===== src/pkg/spr_defines.svh =====
`ifndef SPR_DEFINES_SVH
`define SPR_DEFINES_SVH
// Register indices; byte address is four times the index
`define SPR_IDX_CTRL 8'ha0
`define SPR_IDX_STAT 8'ha1
`define SPR_IDX_RATE 8'ha2
`define SPR_IDX_DATA 8'ha3
// Control field positions
`define SPR_CTRL_EN 0
`define SPR_CTRL_MST 1
`define SPR_CTRL_CPOL 2
`define SPR_CTRL_CPHA 3
// Status field positions
`define SPR_STAT_BUSY 0
`define SPR_STAT_TXE 1
`define SPR_STAT_DONE 2
// Reset values
`define SPR_RST_CTRL 4'h0
`define SPR_RST_RATE 8'h00
`define SPR_RST_DATA 8'h00
// Bus answers
`define SPR_RESP_OKAY 2'h0
`define SPR_RESP_SLVERR 2'h2
// Timing
`define SPR_CLK_MHZ 100
`define SPR_T_SEZ_MAX_NS 40
`define SPR_T_SDZ_MAX_NS 40
`define SPR_T_SLH_MIN_NS 60
`define SPR_T_SLH_MAX_NS 80
`define SPR_SEZ_CYC (`SPR_T_SEZ_MAX_NS * `SPR_CLK_MHZ / 1000)
`define SPR_SDZ_CYC (`SPR_T_SDZ_MAX_NS * `SPR_CLK_MHZ / 1000)
`define SPR_SLH_CYC ((`SPR_T_SLH_MIN_NS * `SPR_CLK_MHZ + 999) / 1000)
`endif


===== src/pkg/spr_pkg.sv =====
package spr_pkg;
  typedef enum logic [2:0] {
    SEL_CTRL, SEL_STAT, SEL_RATE, SEL_DATA, SEL_NONE
  } spr_sel_e;

  typedef enum logic {
    M_IDLE, M_SHIFT
  } spr_mst_e;

  typedef struct packed {
    logic cpha;
    logic cpol;
    logic master;
    logic enable;
  } spr_ctrl_s;

  typedef struct packed {
    logic i;
    logic o;
    logic oe_n;
  } spr_pin_s;
endpackage : spr_pkg


===== src/hdl/spr_core.sv =====
`timescale 1ns/1ps
`include "spr_defines.svh"
module spr_core #(
  parameter int AW = 12
) (
  // Clock and reset
  input wire logic aclk,
  input wire logic aresetn,
  // AXI4-Lite write
  input wire logic [AW-1:0] s_axi_awaddr,
  input wire logic s_axi_awvalid,
  output logic s_axi_awready,
  input wire logic [31:0] s_axi_wdata,
  input wire logic [3:0] s_axi_wstrb,
  input wire logic s_axi_wvalid,
  output logic s_axi_wready,
  output logic [1:0] s_axi_bresp,
  output logic s_axi_bvalid,
  input wire logic s_axi_bready,
  // AXI4-Lite read
  input wire logic [AW-1:0] s_axi_araddr,
  input wire logic s_axi_arvalid,
  output logic s_axi_arready,
  output logic [31:0] s_axi_rdata,
  output logic [1:0] s_axi_rresp,
  output logic s_axi_rvalid,
  input wire logic s_axi_rready,
  // Serial link
  input wire spr_pkg::spr_pin_s sck_pin_in,
  output spr_pkg::spr_pin_s sck_pin_out,
  input wire spr_pkg::spr_pin_s mosi_pin_in,
  output spr_pkg::spr_pin_s mosi_pin_out,
  input wire spr_pkg::spr_pin_s miso_pin_in,
  output spr_pkg::spr_pin_s miso_pin_out,
  input wire logic slave_select_n
);

  localparam int SEZ_CYC = `SPR_SEZ_CYC;
  localparam int SDZ_CYC = `SPR_SDZ_CYC;
  localparam logic [3:0] SLH_LOAD = 4'(`SPR_SLH_CYC);

  function automatic spr_pkg::spr_sel_e decode(input logic [AW-1:0] a);
    logic [AW-3:0] idx;
    idx = a[AW-1:2];
    if (a[1:0] != 2'h0) return spr_pkg::SEL_NONE;
    if (idx == (AW-2)'(`SPR_IDX_CTRL)) return spr_pkg::SEL_CTRL;
    if (idx == (AW-2)'(`SPR_IDX_STAT)) return spr_pkg::SEL_STAT;
    if (idx == (AW-2)'(`SPR_IDX_RATE)) return spr_pkg::SEL_RATE;
    if (idx == (AW-2)'(`SPR_IDX_DATA)) return spr_pkg::SEL_DATA;
    return spr_pkg::SEL_NONE;
  endfunction : decode

  spr_pkg::spr_ctrl_s ctrl_q;
  logic [7:0] rate_q;
  logic [7:0] txbuf_q;
  logic txe_q;
  logic [7:0] rxbuf_q;
  logic done_q;
  spr_pkg::spr_mst_e mst_q;
  logic [7:0] half_q;
  logic [3:0] phase_q;
  logic [7:0] shift_q;
  logic mosi_q;
  logic miso_q;
  logic sck_prev_q;
  logic nss_prev_q;
  logic [2:0] sbit_q;
  logic [3:0] slh_q;

  // Bus write capture
  logic [AW-1:0] awaddr_q;
  logic aw_have_q;
  logic [31:0] wdata_q;
  logic wstrb0_q;
  logic w_have_q;
  logic bvalid_q;
  logic [1:0] bresp_q;
  logic wr_go;
  logic wr_data;
  logic wr_clr_done;
  spr_pkg::spr_sel_e wr_sel;

  assign s_axi_awready = !aw_have_q && !bvalid_q;
  assign s_axi_wready = !w_have_q && !bvalid_q;
  assign s_axi_bvalid = bvalid_q;
  assign s_axi_bresp = bresp_q;
  assign wr_go = aw_have_q && w_have_q && !bvalid_q;
  assign wr_sel = decode(awaddr_q);
  assign wr_data = wr_go && wstrb0_q && wr_sel == spr_pkg::SEL_DATA;
  assign wr_clr_done = wr_go && wstrb0_q && wr_sel == spr_pkg::SEL_STAT &&
                       wdata_q[`SPR_STAT_DONE];

  always_ff @(posedge aclk) begin
    if (!aresetn) begin
      aw_have_q <= 1'b0;
      w_have_q <= 1'b0;
      awaddr_q <= '0;
      wdata_q <= 32'h0;
      wstrb0_q <= 1'b0;
      bvalid_q <= 1'b0;
      bresp_q <= `SPR_RESP_OKAY;
    end else begin
      if (s_axi_awvalid && s_axi_awready) begin
        aw_have_q <= 1'b1;
        awaddr_q <= s_axi_awaddr;
      end
      if (s_axi_wvalid && s_axi_wready) begin
        w_have_q <= 1'b1;
        wdata_q <= s_axi_wdata;
        wstrb0_q <= s_axi_wstrb[0];
      end
      if (wr_go) begin
        aw_have_q <= 1'b0;
        w_have_q <= 1'b0;
        bvalid_q <= 1'b1;
        bresp_q <= (wr_sel == spr_pkg::SEL_NONE) ? `SPR_RESP_SLVERR
                                                  : `SPR_RESP_OKAY;
      end else if (bvalid_q && s_axi_bready) begin
        bvalid_q <= 1'b0;
      end
    end
  end

  // Configuration registers
  always_ff @(posedge aclk) begin
    if (!aresetn) begin
      ctrl_q <= `SPR_RST_CTRL;
      rate_q <= `SPR_RST_RATE;
    end else if (wr_go && wstrb0_q) begin
      if (wr_sel == spr_pkg::SEL_CTRL) ctrl_q <= wdata_q[3:0];
      if (wr_sel == spr_pkg::SEL_RATE) rate_q <= wdata_q[7:0];
    end
  end

  // Bus read
  logic arready;
  logic rvalid_q;
  logic [31:0] rdata_q;
  logic [1:0] rresp_q;
  logic busy;
  spr_pkg::spr_sel_e rd_sel;

  assign arready = !rvalid_q;
  assign s_axi_arready = arready;
  assign s_axi_rvalid = rvalid_q;
  assign s_axi_rdata = rdata_q;
  assign s_axi_rresp = rresp_q;
  assign rd_sel = decode(s_axi_araddr);

  always_ff @(posedge aclk) begin
    if (!aresetn) begin
      rvalid_q <= 1'b0;
      rdata_q <= 32'h0;
      rresp_q <= `SPR_RESP_OKAY;
    end else if (s_axi_arvalid && arready) begin
      rvalid_q <= 1'b1;
      rresp_q <= `SPR_RESP_OKAY;
      unique case (rd_sel)
        spr_pkg::SEL_CTRL: rdata_q <= {28'h0, ctrl_q};
        spr_pkg::SEL_STAT: rdata_q <= {29'h0, done_q, txe_q, busy};
        spr_pkg::SEL_RATE: rdata_q <= {24'h0, rate_q};
        spr_pkg::SEL_DATA: rdata_q <= {24'h0, rxbuf_q};
        spr_pkg::SEL_NONE: begin
          rdata_q <= 32'h0;
          rresp_q <= `SPR_RESP_SLVERR;
        end
      endcase
    end else if (rvalid_q && s_axi_rready) begin
      rvalid_q <= 1'b0;
    end
  end

  // Link events
  logic mst_on;
  logic slv_on;
  logic m_start;
  logic m_half_end;
  logic m_sample;
  logic m_last;
  logic s_sel;
  logic s_fall;
  logic s_lead;
  logic s_trail;
  logic s_sample;
  logic s_shift;
  logic s_last;

  assign mst_on = ctrl_q.enable && ctrl_q.master;
  assign slv_on = ctrl_q.enable && !ctrl_q.master;
  assign m_start = mst_on && mst_q == spr_pkg::M_IDLE && !txe_q;
  assign m_half_end = mst_q == spr_pkg::M_SHIFT && half_q == rate_q;
  // Capture in the final cycle of the bit
  assign m_sample = m_half_end && phase_q[0];
  assign m_last = m_sample && phase_q == 4'hf;
  assign s_sel = slv_on && !slave_select_n;
  assign s_fall = s_sel && nss_prev_q;
  assign s_lead = s_sel && sck_prev_q == ctrl_q.cpol &&
                  sck_pin_in.i != ctrl_q.cpol;
  assign s_trail = s_sel && sck_prev_q != ctrl_q.cpol &&
                   sck_pin_in.i == ctrl_q.cpol;
  // Sample edge falls mid-bit for either phase
  assign s_sample = ctrl_q.cpha ? s_trail : s_lead;
  assign s_shift = ctrl_q.cpha ? s_lead : s_trail;
  assign s_last = s_sample && sbit_q == 3'h7;
  assign busy = mst_q == spr_pkg::M_SHIFT || s_sel;

  // Transmit buffer
  always_ff @(posedge aclk) begin
    if (!aresetn) begin
      txbuf_q <= `SPR_RST_DATA;
      txe_q <= 1'b1;
    end else if (wr_data) begin
      txbuf_q <= wdata_q[7:0];
      txe_q <= 1'b0;
    end else if (m_start || s_fall || (s_last && !s_fall)) begin
      txe_q <= 1'b1;
    end
  end

  // Master divider and sequencer
  always_ff @(posedge aclk) begin
    if (!aresetn) begin
      mst_q <= spr_pkg::M_IDLE;
      half_q <= 8'h00;
      phase_q <= 4'h0;
    end else if (!mst_on) begin
      mst_q <= spr_pkg::M_IDLE;
      half_q <= 8'h00;
      phase_q <= 4'h0;
    end else if (m_start) begin
      mst_q <= spr_pkg::M_SHIFT;
      half_q <= 8'h00;
      phase_q <= 4'h0;
    end else if (m_half_end) begin
      // Each half lasts rate+1 cycles, never below one
      half_q <= 8'h00;
      phase_q <= 4'(phase_q + 4'h1);
      if (m_last) mst_q <= spr_pkg::M_IDLE;
    end else if (mst_q == spr_pkg::M_SHIFT) begin
      half_q <= 8'(half_q + 8'h01);
    end
  end

  // Shift register, receive buffer and data lines
  always_ff @(posedge aclk) begin
    if (!aresetn) begin
      shift_q <= 8'h00;
      rxbuf_q <= `SPR_RST_DATA;
      mosi_q <= 1'b0;
      miso_q <= 1'b0;
      sbit_q <= 3'h0;
      slh_q <= 4'h0;
    end else if (m_start) begin
      shift_q <= txbuf_q;
      mosi_q <= txbuf_q[7];
    end else if (m_sample) begin
      shift_q <= {shift_q[6:0], miso_pin_in.i};
      mosi_q <= shift_q[6];
      if (m_last) rxbuf_q <= {shift_q[6:0], miso_pin_in.i};
    end else if (s_fall) begin
      shift_q <= txbuf_q;
      miso_q <= txbuf_q[7];
      sbit_q <= 3'h0;
      slh_q <= 4'h0;
    end else if (s_sample) begin
      sbit_q <= 3'(sbit_q + 3'h1);
      if (s_last) begin
        rxbuf_q <= {shift_q[6:0], mosi_pin_in.i};
        shift_q <= txbuf_q;
        if (ctrl_q.cpha) slh_q <= SLH_LOAD;
      end else begin
        shift_q <= {shift_q[6:0], mosi_pin_in.i};
      end
    end else if (s_shift) begin
      miso_q <= shift_q[7];
    end else if (slh_q != 4'h0) begin
      slh_q <= 4'(slh_q - 4'h1);
      if (slh_q == 4'h1) miso_q <= shift_q[7];
    end
  end

  // Completion flag; a new completion beats a clear
  always_ff @(posedge aclk) begin
    if (!aresetn) begin
      done_q <= 1'b0;
    end else if (m_last || s_last) begin
      done_q <= 1'b1;
    end else if (wr_clr_done) begin
      done_q <= 1'b0;
    end
  end

  // Link edge history
  always_ff @(posedge aclk) begin
    if (!aresetn) begin
      sck_prev_q <= 1'b0;
      nss_prev_q <= 1'b1;
    end else begin
      sck_prev_q <= sck_pin_in.i;
      nss_prev_q <= slave_select_n;
    end
  end

  // Pin drive
  logic sck_act;
  assign sck_act = mst_q == spr_pkg::M_SHIFT && (phase_q[0] ^ ctrl_q.cpha);
  assign sck_pin_out.i = 1'b0;
  assign sck_pin_out.o = ctrl_q.cpol ^ sck_act;
  assign sck_pin_out.oe_n = !mst_on;
  assign mosi_pin_out.i = 1'b0;
  assign mosi_pin_out.o = mosi_q;
  assign mosi_pin_out.oe_n = !mst_on;
  assign miso_pin_out.i = 1'b0;
  assign miso_pin_out.o = miso_q;
  assign miso_pin_out.oe_n = !s_sel;
endmodule : spr_core


===== config.mk =====
export PLATFORM = sky130hd
export DESIGN_NAME = spr_core
export DESIGN_NICKNAME = d
export VERILOG_FILES = /design/src/pkg/spr_pkg.sv /design/src/hdl/spr_core.sv
export VERILOG_INCLUDE_DIRS = /design/src /design/src/pkg
export SDC_FILE = /design/constraint.sdc
export NUM_CORES = 1
export LEC_CHECK = 0
export ABC_AREA = 1
export BUFFER_PORTS_ARGS = -buffer_cell sky130_fd_sc_hd__buf_2
export CAP_MARGIN = 40
export CORE_ASPECT_RATIO = 1.2
export CORE_MARGIN = 1.5
export CORE_UTILIZATION = 48
export DETAILED_ROUTE_END_ITERATION = 8
export GPL_TIMING_DRIVEN = 0
export MAX_ROUTING_LAYER = met4
export PLACE_DENSITY = 0.77
export SLEW_MARGIN = 0
export SYNTH_ARGS = -nofsm -noshare
export SYNTH_HDL_FRONTEND = slang
export SYNTH_SLANG_ARGS = --single-unit

===== constraint.sdc =====
create_clock -name aclk -period 1.7 [get_ports aclk]
set_input_delay 0.17 -clock aclk [delete_from_list [all_inputs] [get_ports aclk]]
set_output_delay 0.17 -clock aclk [all_outputs]
set_load 0.05 [all_outputs]

==> results.cfg <==
[global_route]
grt_max_degree = 17
antenna_found_initial = 0
grt_pass1_wl_um = 19900
first_global_vias = 4370
gr-usage-all-layers_pct = 24.5
gr-total-overflow = 0

[setup_path]
r2r_start = half_q[1]
path_common_cell = nand2_1
r2r-end = phase_q[1]
slowest_stage = dfxtp_4
end_kind = register
crit_arrival_ns = 1.98
worst-path-max-fanout = 4
worstSetupPathType = register to register
slowest_delay_ns = 0.38
crit_chain = inv_4 -> nand2_2 -> nand2_1 -> nor2_1 -> nand2_1 -> nor2_4 -> buf_4 -> buf_4 -> nand2_1 -> o21ai_0 -> nor2_1
ff2ff_path_depth = 11
startpoint_type = register
r2r_slack_ns = -0.06
cp_data_required_time_ns = 1.93

[cells_and_area]
drive_gt1_share_pct = 31.1
ff_latch_area_um2 = 1980
num-fill-cells = 811
multiInputGateArea_um2 = 2660
mostFrequentLayoutCells = nand2_1 (114), dfxtp_1 (80), inv_1 (72)
fin_cells = 932
diodes = 0
finalNetCount = 885
final_common_cell = nand2_1
area_delta_synth_final_pct = 32.4

[clocking]
htree_levels = 3
cts_buffer_depth = 2
numClockSinks = 97
cts-hold-fix-buffers = 0
insertion_delay_ns = 0.35
cts_root_buf = clkbuf_16
cts.clk_slew.worst_paths_ns = 0.07
numCtsBuffers = 9
cts_tree = built

[synthesis]
yosys_warnings = 0
synthDistinctLibCells = 41
synthSimpleGateAreaFrac_pct = 26.7
synth_edf_count = 0
synth_flop_cell = dfxtp_1
yosysSeqAreaShare_pct = 40.0
avgSynthCellArea_um2 = 7.27
postSynth.asyncResetShare_pct = 0
synth_xor_area_share_pct = 1.63
syn_area_um2 = 4850
synth-seq-cells = 97
synthAdderAreaFrac_pct = 1.81
synthTopCellsByArea = dfxtp_1 (40%), nand2_1 (9.7%), a21oi_1 (6.8%), o21ai_0 (6.2%), inv_1 (6.0%)
synthMuxAreaShare_pct = 0
synth_top_area_share_pct = 40.0
synth_area_leader_cell = dfxtp_1
syn_inst = 667
synth_compound_gate_area_share_pct = 16.0
synth_top_family_by_area = simple AND/OR/NAND/NOR gates

[routing]
ant_nets = 0
drc = 0
drtIter0Drc = 307
drt-total-wl_um = 12900
firstDrtPassIters = 5
vias = 4840
vias_per_cell = 5.19
post_drt_wl_per_cell_um = 13.9

[place]
placement.io_buffers = 63
dp_cells = 884
place_congestion = 0.884
dp_hpwl_um = 8740

[timing]
min_period_ns = 1.76
maxSlewHeadroom_pct = 57.0
setup_viol = 15
drv_slew = 0
period_share_pct = 103
setup_slack_ns = -0.0558
rsz0062_at_grt = yes
whs_ns = -0.00452
hold_violations = 1
fin_skew_ns = 0.00966
fmax_mhz = 570
tightest_slew_ns = 0.645

[die]
std_cell_rows = 40
initial_utilization_pct = 48.9
fp.dieW_um = 94.8
die_area_um2 = 10700
fp.dieH_um = 113
core-area_um2 = 9910
ioPinCount = 127

[power_and_ir_drop]
seq_power_share_pct = 42.9
p_clk_share_pct = 38.9
powerDensity_nw_per_um2 = 890
power_mw = 5.71
vdd_drop_max_uv = 626
internal-power_mw = 4.07
power_frac_comb_pct = 18.3
switching_share_pct = 28.7
leakage_nw = 2.85
p_sw_mw = 1.64

[outcome]
outcome = finished with violations
violations = hold timing, setup timing

[min_path]
min_path_cells = 2
hold_path_startpoint = s_axi_bready
hold_class = primary input to register
hold-path-endpoint = s_axi_bvalid

[job]
cap_violations = 0
routing by layer:
metal,part of all wire [%],vias to the layer above,track usage (%)
met2,49,221,40.1
met3,6.4,43,2.96
met5,0,-,-
met4,4.3,0,14.5
met1,40,2185,28.4
li1,-,2391,-
stage by stage:
step | setup TNS (ns) | setup slack, ns | area, µm² | util (%)
finish | -0.396 | -0.0558 | 6420 | 64.8
global route | -2.53 | -0.127 | 6420 | 64.8
CTS | 0 | 0.00125 | 6080 | 61.4
detailed placement | -4.23 | -0.204 | 5460 | 55.1
global placement | -2.81 | -0.156 | 5460 | 55.1
floorplan | -0.252 | -0.0409 | 4980 | -
kinds of logic after synthesis:
| family | count (synthesis) |
|---|---|
| AND/OR/NAND/NOR | 269 |
| AO/OA/AOI/OAI | 145 |
| flip-flops | 97 |
| other | 1 |
| buffers and inverters | 139 |
| adder cells (fa/ha/maj) | 7 |
| XOR/XNOR | 9 |
final cells by class:
cell class	instances	area share, %
Multi-Input combinational cell	461	41.4
Clock inverter	6	1.38
Buffer	53	5.56
Inverter	86	5.48
Sequential cell	97	30.8
Timing Repair Buffer	93	9.16
Clock buffer	10	3.72
Tap cell	126	2.46
Yosys cell counts, types with 3 or more instances:
cell      count
o21ai_0      60
nand3_1      19
inv_1        78
a21oi_1      66
nor2_1       67
o21ai_1       3
nand4_1      26
ha_1          7
a211oi_1      4
clkbuf_1     15
inv_2         6
nand3_2       8
dfxtp_1      97
buf_4        36
nand2_1     125
nand2_4       3
nor3_1        6
xor2_1        7
o211ai_1      4
flip-flops by register name, indices dropped and copies added (netlist names), 3 cells and up:
register	cells
half_q	8
wdata_q	8
rate_q	8
sbit_q	3
s_axi_rdata	8
txbuf_q	8
rxbuf_q	8
phase_q	4
awaddr_q	12
slh_q	4
ctrl_q	4
shift_q	8
repair_timing:
item | CTS | global route
pin swaps | 8 | 25
buffers inserted | 13 | 16
setup endpoints to repair | 50 | 48
gates resized for setup | 49 | 66
cloned | 2 | 1
how the worst max path moves through the flow:
stage / from / to / cells past startpoint
6_report: half_q[1] / phase_q[1] / 11
5_1_grt: half_q[1] / shift_q[0] / 14
4_1_cts: mst_q / rxbuf_q[7] / 13
3_5_place_dp: ctrl_q[0] / shift_q[5] / 10
3_3_place_gp: ctrl_q[0] / shift_q[1] / 10
2_1_floorplan: s_axi_bvalid / txbuf_q[7] / 8
power by group through the flow:
stage	Combinational, mW	Clock, mW	Sequential [mW]
global placement	0.946	0	2.50
finish	1.04	2.22	2.45
floorplan	0.772	0	2.51
detailed placement	0.980	0	2.50
global route	1.16	2.33	2.46
CTS	1.00	2.25	2.45
critical path, delay by kind of cell (launching register included):
family | cells | cell delay (ns)
AND/OR/NAND/NOR | 7 | 0.64
flip-flops | 1 | 0.38
buffers and inverters | 3 | 0.26
AO/OA/AOI/OAI | 1 | 0.35
(Power assumes the default switching activity.)
